<file path="src/hdl/dbg_regs_pkg.sv">
// Package with register map, field layout and bus types of the debug housekeeping registers.
package dbg_regs_pkg;
  localparam int ADDR_W = 12;
  localparam logic [11:0] OFS_CLAIM_SET = 12'hFA0;
  localparam logic [11:0] OFS_CLAIM_CLEAR = 12'hFA4;
  localparam logic [11:0] OFS_LOCK_KEY = 12'hFB0;
  localparam logic [11:0] OFS_LOCK_STATUS = 12'hFB4;
  localparam logic [11:0] OFS_AUTH_STATUS = 12'hFB8;
  localparam logic [11:0] OFS_CAPABILITY = 12'hFC8;
  localparam logic [31:0] UNLOCK_KEY = 32'hC5ACCE55;
  localparam int CLAIM_W = 4;
  localparam logic [3:0] CLAIM_IMPL = 4'hF;
  localparam logic [3:0] CLAIM_RESET = 4'h0;
  localparam logic LOCK_RESET = 1'b1;
  localparam int LSR_SIZE_BIT = 2;
  localparam int LSR_ACTIVE_BIT = 1;
  localparam int LSR_PRESENT_BIT = 0;
  localparam logic [1:0] AUTH_SECURE = 2'h0;
  localparam logic [1:0] AUTH_DISABLED = 2'h2;
  localparam logic [1:0] AUTH_ENABLED = 2'h3;
  localparam logic [3:0] CHANNEL_COUNT = 4'h4;
  localparam logic [7:0] TRIGGER_COUNT = 8'h08;
  localparam logic [4:0] EXTERNAL_MUX_COUNT = 5'h00;
  localparam logic [31:0] UNMAPPED_READ = 32'h00000000;

  typedef struct packed {
    logic read;
    logic write;
    logic [11:0] address;
    logic [31:0] writedata;
    logic external;
  } bus_req_t;
endpackage

</file>
<file path="src/hdl/debug_lock_claim_status_regs.sv">
// Claim tag, software lock, authentication status and capability registers over Avalon-MM.
//
// Operation
// - Claim clear register reads return current four claim tag bits.
// - Writing ones to claim clear register clears matching tag bits.
// - Writing ones to claim set sets tag bits; reads show implemented bits.
// - Lock blocks only on-chip accesses; external debugger accesses never blocked.
// - Writing the unlock key to lock access register clears the lock.
// - Writing any other value to lock access register sets the lock.
// - While locked, on-chip writes except lock access are discarded; reads served.
// - Lock status reads zero when read from the external debug interface.
// - Lock status bit 2 always reads zero for a 32-bit key register.
// - Lock status bit 1 shows whether requester's writes are blocked.
// - Lock status bit 0 shows lock exists; else key writes ignored.
// - Secure authentication fields always read zero.
// - Non-secure fields read 0b10 disabled, 0b11 enabled.
// - Capability register read-only with channel, trigger and mux counts.
// - Mux count zero means trigger signals are not multiplexed.
`timescale 1ns/10ps
`default_nettype none
module debug_lock_claim_status_regs (
  input wire logic core_clk,
  input wire logic rstn,
  input wire logic [11:0] avs_address,
  input wire logic avs_read,
  input wire logic avs_write,
  input wire logic [31:0] avs_writedata,
  input wire logic [3:0] avs_byteenable,
  input wire logic avs_external,
  output logic [31:0] avs_readdata,
  output logic avs_waitrequest,
  input wire logic nonsecure_invasive_en,
  input wire logic nonsecure_noninvasive_en,
  output logic [3:0] claim_tag,
  output logic lock_active_flag
);

  typedef enum logic [0:0] {
    ST_IDLE = 1'b0,
    ST_DONE = 1'b1
  } bus_state_t;

  ////////////////////////////////////////////////////////////////////////////////
  // Request capture.

  dbg_regs_pkg::bus_req_t req;
  bus_state_t state_ff;
  bus_state_t nxt_state;
  logic [3:0] claim_ff;
  logic [3:0] nxt_claim;
  logic lock_ff;
  logic nxt_lock;
  logic [31:0] rdata_ff;
  logic [31:0] nxt_rdata;
  logic wait_ff;
  logic nxt_wait;
  logic do_access;
  logic blocked;
  logic [31:0] lsr_val;
  logic [31:0] auth_val;
  logic [31:0] cap_val;
  logic [1:0] nsi_lvl;
  logic [1:0] nsni_lvl;

  // One driver for the whole carrier, fields in declaration order.
  assign req = {avs_read, avs_write, avs_address, avs_writedata, avs_external};

  // Each access is taken in idle and answered on the following edge.
  assign do_access = (state_ff == ST_IDLE) && (req.read || req.write);

  // Only on-chip requests can be held off by the lock.
  assign blocked = lock_ff && !req.external;

  ////////////////////////////////////////////////////////////////////////////////
  // Read values.

  always_comb begin
    nsi_lvl = nonsecure_invasive_en ? dbg_regs_pkg::AUTH_ENABLED
                                    : dbg_regs_pkg::AUTH_DISABLED;
    nsni_lvl = nonsecure_noninvasive_en ? dbg_regs_pkg::AUTH_ENABLED
                                        : dbg_regs_pkg::AUTH_DISABLED;
    auth_val = {24'h000000, dbg_regs_pkg::AUTH_SECURE, dbg_regs_pkg::AUTH_SECURE,
                nsni_lvl, nsi_lvl};
    cap_val = {12'h000, dbg_regs_pkg::CHANNEL_COUNT, dbg_regs_pkg::TRIGGER_COUNT,
               3'h0, dbg_regs_pkg::EXTERNAL_MUX_COUNT};
    lsr_val = 32'h00000000;
    if (!req.external) begin
      lsr_val[dbg_regs_pkg::LSR_PRESENT_BIT] = 1'b1;
      lsr_val[dbg_regs_pkg::LSR_ACTIVE_BIT] = lock_ff;
      lsr_val[dbg_regs_pkg::LSR_SIZE_BIT] = 1'b0;
    end
  end

  ////////////////////////////////////////////////////////////////////////////////
  // Next state.

  always_comb begin
    nxt_state = state_ff;
    nxt_claim = claim_ff;
    nxt_lock = lock_ff;
    nxt_rdata = rdata_ff;
    nxt_wait = 1'b1;
    case (state_ff)
      ST_IDLE: begin
        if (do_access) begin
          nxt_state = ST_DONE;
          nxt_wait = 1'b0;
          nxt_rdata = dbg_regs_pkg::UNMAPPED_READ;
          if (req.read) begin
            case (req.address)
              dbg_regs_pkg::OFS_CLAIM_SET: begin
                nxt_rdata = {28'h0000000, dbg_regs_pkg::CLAIM_IMPL};
              end
              dbg_regs_pkg::OFS_CLAIM_CLEAR: begin
                nxt_rdata = {28'h0000000, claim_ff};
              end
              dbg_regs_pkg::OFS_LOCK_KEY: begin
                nxt_rdata = 32'h00000000;
              end
              dbg_regs_pkg::OFS_LOCK_STATUS: begin
                nxt_rdata = lsr_val;
              end
              dbg_regs_pkg::OFS_AUTH_STATUS: begin
                nxt_rdata = auth_val;
              end
              dbg_regs_pkg::OFS_CAPABILITY: begin
                nxt_rdata = cap_val;
              end
              default: begin
                nxt_rdata = dbg_regs_pkg::UNMAPPED_READ;
              end
            endcase
          end else begin
            case (req.address)
              dbg_regs_pkg::OFS_CLAIM_SET: begin
                if (!blocked && avs_byteenable[0]) begin
                  nxt_claim = claim_ff | req.writedata[3:0];
                end
              end
              dbg_regs_pkg::OFS_CLAIM_CLEAR: begin
                if (!blocked && avs_byteenable[0]) begin
                  nxt_claim = claim_ff & ~req.writedata[3:0];
                end
              end
              dbg_regs_pkg::OFS_LOCK_KEY: begin
                // External writes see no lock mechanism and are ignored here.
                if (!req.external && (avs_byteenable == 4'hF)) begin
                  nxt_lock = (req.writedata != dbg_regs_pkg::UNLOCK_KEY);
                end
              end
              default: begin
                nxt_lock = lock_ff;
              end
            endcase
          end
        end
      end
      ST_DONE: begin
        nxt_state = ST_IDLE;
        nxt_wait = 1'b1;
      end
      default: begin
        nxt_state = ST_IDLE;
      end
    endcase
  end

  ////////////////////////////////////////////////////////////////////////////////
  // Registers.

  always_ff @(posedge core_clk or negedge rstn) begin
    if (!rstn) begin
      state_ff <= ST_IDLE;
      claim_ff <= dbg_regs_pkg::CLAIM_RESET;
      lock_ff <= dbg_regs_pkg::LOCK_RESET;
      rdata_ff <= 32'h00000000;
      wait_ff <= 1'b1;
    end else begin
      state_ff <= nxt_state;
      claim_ff <= nxt_claim;
      lock_ff <= nxt_lock;
      rdata_ff <= nxt_rdata;
      wait_ff <= nxt_wait;
    end
  end

  assign avs_readdata = rdata_ff;
  assign avs_waitrequest = wait_ff;
  assign claim_tag = claim_ff;
  assign lock_active_flag = lock_ff;

endmodule
`default_nettype wire

</file>
<file path="config.mk">
export PLATFORM = sky130hd
export DESIGN_NAME = debug_lock_claim_status_regs
export DESIGN_NICKNAME = d
export VERILOG_FILES = /design/src/hdl/dbg_regs_pkg.sv /design/src/hdl/debug_lock_claim_status_regs.sv
export SDC_FILE = /design/constraint.sdc
export NUM_CORES = 1
export LEC_CHECK = 0
export BUFFER_PORTS_ARGS = -buffer_cell sky130_fd_sc_hd__buf_4
export CAP_MARGIN = 25
export CORE_MARGIN = 3
export CORE_UTILIZATION = 35
export DETAILED_ROUTE_END_ITERATION = 6
export PLACE_DENSITY = 0.82
export SLEW_MARGIN = 20
export SYNTH_ARGS = -nofsm -noshare
export SYNTH_HDL_FRONTEND = slang
export SYNTH_SLANG_ARGS = --single-unit
</file>
<file path="constraint.sdc">
create_clock -name core_clk -period 1.3 [get_ports core_clk]
set_input_delay 0.065 -clock core_clk [delete_from_list [all_inputs] [get_ports core_clk]]
set_output_delay 0.065 -clock core_clk [all_outputs]
set_load 0.05 [all_outputs]
</file>
## Word-level counts from Yosys, hierarchy flattened

Index checks and enable logic that the tools add are counted.

| storage, ports and cells | value |
|---|---|
| bits in registers | 39 |
| logic and storage cells | 43 |

| cells by class | value |
|---|---|
| equal/unequal tests | 10 |
| muxes and demuxes | 12 |
| bitwise operators | 5 |
| reduce and logical (&&, ||, !) cells | 11 |

Operator list:

| kind | count |
|---|---|
| 19-bit one-hot mux with 5 select lines | 1 |
| 12-bit == test, second input constant | 6 |
| 32-bit inequality test, second input constant | 1 |
| 19-bit two-way mux | 1 |
| 4-bit two-way mux | 2 |
| 4-bit one-hot mux with 2 select lines | 1 |
| 6-bit AND reduction | 1 |
| 5-bit AND reduction | 1 |
| 4-bit bitwise AND | 1 |
| 4-bit == test, second input constant | 1 |
| 1-bit logical AND | 4 |
| 1-bit two-way mux | 4 |
| 2-bit inequality test, second input constant | 2 |
| 4-bit NOT | 1 |
| 4-bit bitwise OR | 1 |
| 1-bit one-hot mux with 2 select lines | 2 |
| 1-bit logical NOT | 2 |
| 2-bit two-way mux | 1 |
| 1-bit NOT | 2 |
| 2-bit AND reduction | 1 |
| 2-bit nonzero test | 1 |
| 1-bit logical OR | 1 |

## Logic depth before layout (Yosys ltp)

| depth | value |
|---|---|
| word-level depth | 6 |
| gate-level depth with buffers | 5 |
| gate-level depth less buffers | 4 |

## Worst setup path before layout

No wires, ideal clock.

| timing | value |
|---|---|
| kind | flip-flop to flip-flop |
| from | reg lock_ff, in the netlist lock_active_flag |
| to | reg (tool-made name) |
| data arrival time | 1355 ps |
| data required time | 1172 ps |
| path slack | -183 ps |
| stages on the path, launching flop included | 5 |
| buffers on the path | 0 |
| cells stage by stage | dfstp_2 -> nand2b_1 -> and3_1 -> nand3_1 -> mux2_1 |

RTL lines:

| element | line | RTL |
|---|---|---|
| from (decl) | debug_lock_claim_status_regs.sv:51 | `logic lock_ff;` |
| from (signal assigned) | debug_lock_claim_status_regs.sv:175 | `lock_ff <= dbg_regs_pkg::LOCK_RESET;` |
| from (signal assigned) | debug_lock_claim_status_regs.sv:181 | `lock_ff <= nxt_lock;` |

## Worst setup path in the final report

| timing | value |
|---|---|
| from | reg state_ff |
| to | reg lock_ff, in the netlist lock_active_flag |

| between the ends | value |
|---|---|
| longest elaborated chain between the ends | 3 |

RTL lines:

| element | line | RTL |
|---|---|---|
| from (decl) | debug_lock_claim_status_regs.sv:47 | `bus_state_t state_ff;` |
| from (signal assigned) | debug_lock_claim_status_regs.sv:179 | `state_ff <= nxt_state;` |
| 1-bit NOT (*) | -- |  |
| 1-bit logical AND | debug_lock_claim_status_regs.sv:69 | `assign do_access = (state_ff == ST_IDLE) && (req.read \|\| req.write);` |
| 5-bit AND reduction (no line) (*) | -- |  |

Every way passes the cells marked *; elsewhere a longest branch is shown, timed or not.
A chain may end at the register's enable or synchronous reset.

==> impl_metrics.yaml <==
clock_tree:
  cts_sinks: 12
  cts_buffers: 3
  clockRootBuffer: "clkbuf_4"
  h-tree-depth: 1
  cts_setup_buffers: 0
  path_clk_slew_ns: 0.07
  clk_latency_ns: 0.27
  cts_tree: "yes"
  clockBufferDepth: 2
routing:
  viasPerCell: 4.80
  antenna_left: 0
  highest_layer: "met4"
  routed_wl_um: 3240
  vias: 1142
  met2WireLength_um: 1680
  drt-pass1-iter-count: 4
  drt_iter0_markers: 38
  wl_per_cell_um: 13.6
  wl_met1_um: 1280
  dr_wl_met3_um: 227
  drcViolationCount: 0
min_path:
  hold_path_class: "input port to register"
place:
  place_ws_ns: -0.129
  gp_congestion: 0.848
  portBuffers: 66
  dp_cells: 233
  post-dp-hpwl_um: 2740
worst_setup_path:
  r2r_end: "lock_active_flag$_DFFE_PN1P_"
  path_cells: "nor4bb_1 -> and3_4 -> nand4_1 -> mux2_1"
  reg2reg_depth: 4
  slowest_stage: "dfrtp_1"
  arrival_ns: 1.62
  rrSetupSlack_ns: -0.12
  startpoint: "state_ff$_DFF_PN0_"
  cp_slowest_stage_delay_ns: 0.38
  endpoint_kind: "register"
  cp.required_ns: 1.50
  startpoint_type: "register"
  path_max_fanout: 5
  critPathKind: "register to register"
  r2r-start: "state_ff$_DFF_PN0_"
  crit_path_end: "lock_active_flag$_DFFE_PN1P_"
sta:
  fin_crit_ns: 1.42
  final_max_slew_viol_count: 0
  hold_viol: 0
  worstMarginPinSlew_ns: 0.553
  setup_slack_ns: -0.121
  slew_headroom_pct: 62.2
  clock.fmax_mhz: 704
  period_share_pct: 109
  setup_viol: 5
  hold_ws_ns: 0.0841
  rsz0062_at_grt: "true"
  clock_skew_ns: 0.00546
synth:
  synth_area_sq_mm: 0.00110
  synth_top_family_by_area: "simple AND/OR/NAND/NOR gates"
  synthAdderAreaFrac_pct: 0
  synth_cells: 121
  synth_simple_gate_area_share_pct: 33.7
  synth-compound-area-share_pct: 10.2
  synthXorXnorAreaFrac_pct: 0.799
  synthMuxAreaShare_pct: 5.14
  yosysWarnings: 0
  synthDistinctLibCells: 40
  ys_seq_area_share_pct: 27.6
  synth_seq_cells: 12
  syn_area_per_cell_sq_um: 9.06
power_and_ir_drop:
  total_power_w: 0.00106
  irDropWorstVdd_v: 0.000296
  p_leak_nw: 0.864
  powerDensity_mw_per_mm2: 622
final_layout:
  final_cell_mix: "buf_4, conb_1, nand2_1, dfrtp_1, nor4bb_1"
  post-route-util_pct: 59.1
  layout_commonest_cell: "buf_4"
  drive_gt1_share_pct: 51.5
  syn_to_final_growth_pct: 55.0
  fin_nets: 253
  instances_no_fill: 238
  num_antenna_cells: 0
die:
  die_area_sq_mm: 0.00384
  fp.dieW_um: 62.0
  die_h_um: 62.0
  rows: 19
  initial_core_util_pct: 38.1
  pin_count: 93
  coreArea_sq_mm: 0.00288
run_status:
  outcome: "finished, violations left"
  violations: "setup timing"
global_route:
  grt_max_degree: 13
  grt_overflow: 0
  antenna_found_initial: 0
  grt_use_total_pct: 16.5
  grt_pass1_vias: 1024
  grt_pass1_wl_um: 4630
run:
  maxCapViolCount: 0
-- stage by stage --
step	setup TNS (ns)	cell area, sq um
floorplan	-0.684	1230
global placement	-0.490	1630
detailed placement	-0.641	1630
CTS	-0.590	1670
global route	-1.07	1700
finish	-0.576	1700
-- worst min-delay path by stage --
| stage | from | end | cells past startpoint | slack, ns |
|---|---|---|---|---|
| 6_report | avs_address[7] | avs_readdata[11]$_DFFE_PN0P_ | 3 | 0.08 |
| 5_1_grt | avs_address[7] | avs_readdata[11]$_DFFE_PN0P_ | 3 | 0.08 |
| 4_1_cts | avs_write | avs_waitrequest$_DFF_PN1_ | 2 | 0.02 |
| 3_5_place_dp | rstn | async pin | 1 | -0.09 |
| 3_3_place_gp | rstn | async pin | 1 | -0.09 |
| 2_1_floorplan | rstn | async pin | 0 | -0.23 |
-- report_power, final --
group          internal [W]  switching (W)  leakage, nW  total (W)
registers          0.000383     0.00000292        0.159   0.000386
clock network      0.000107       0.000117       0.0138   0.000224
logic              0.000171       0.000276        0.691   0.000447
-- cells by family after synthesis --
group	Yosys count
AND/OR/NAND/NOR	55
XOR/XNOR	1
multiplexers	5
flip-flops	12
AO/OA/AOI/OAI	13
buffers and inverters	34
other	1
-- worst max-delay path, delay by kind of cell (launching register included) --
kind / cells / cell delay (ns)
multiplexers: 1 / 0.33
AND/OR/NAND/NOR: 3 / 0.64
flip-flops: 1 / 0.38
-- synth_stat cells, drive strengths merged --
library cell  count  area (sq um)
and3              7          47.5
and4              2          20.0
nand3b            1          7.51
buf              29           225
and3b             1          10.0
inv               5          18.8
nor4b             1          8.76
a21oi             1          5.00
nand2            10          37.5
nand4             5          31.3
a31oi             1          6.26
nor2              2          7.51
a22oi             1          7.51
and4bb            1          16.3
a32o              1          10.0
mux2              5          56.3
and2              2          12.5
nor4              2          12.5
o2111ai           1          8.76
o21bai            1          11.3
xnor2             1          8.76
nor3              3          15.0
a32oi             1          8.76
a2111oi           1          8.76
dfstp             2          52.6
nand4b            2          17.5
o2111a            1          11.3
nand2b            2          12.5
a2bb2oi           1          8.76
o21ai             1          5.00
dfrtp            10           250
nor4bb            7          70.1
a211oi            1          12.5
conb              1          3.75
o31ai             1          7.51
or3b              2          17.5
nand3             5          25.0
-- layer usage --
layer | GRT usage (%) | vias to the layer above
met3 | 2.48 | 8
met2 | 28.4 | 55
met4 | 5.45 | 0
met1 | 20.9 | 530
li1 | - | 549
met5 | 0 | -
-- layout make-up --
type | count | area (sq um)
fill | 261 | 1180
multi-input combinational | 100 | 714
timing repair buffer | 76 | 588
sequential | 12 | 303
tap | 42 | 52.6
clock buffer | 3 | 22.5
inverter | 5 | 18.8
-- what timing repair did --
| item | in CTS | in global routing |
|---|---|---|
| endpoints found under the hold margin | 12 | 1 |
| resized for setup | 1 | 5 |
| endpoints found under the setup margin | 6 | 8 |
| pin swaps | 2 | 2 |
| hold buffers | 1 | 1 |
(Power assumes the default switching activity.)
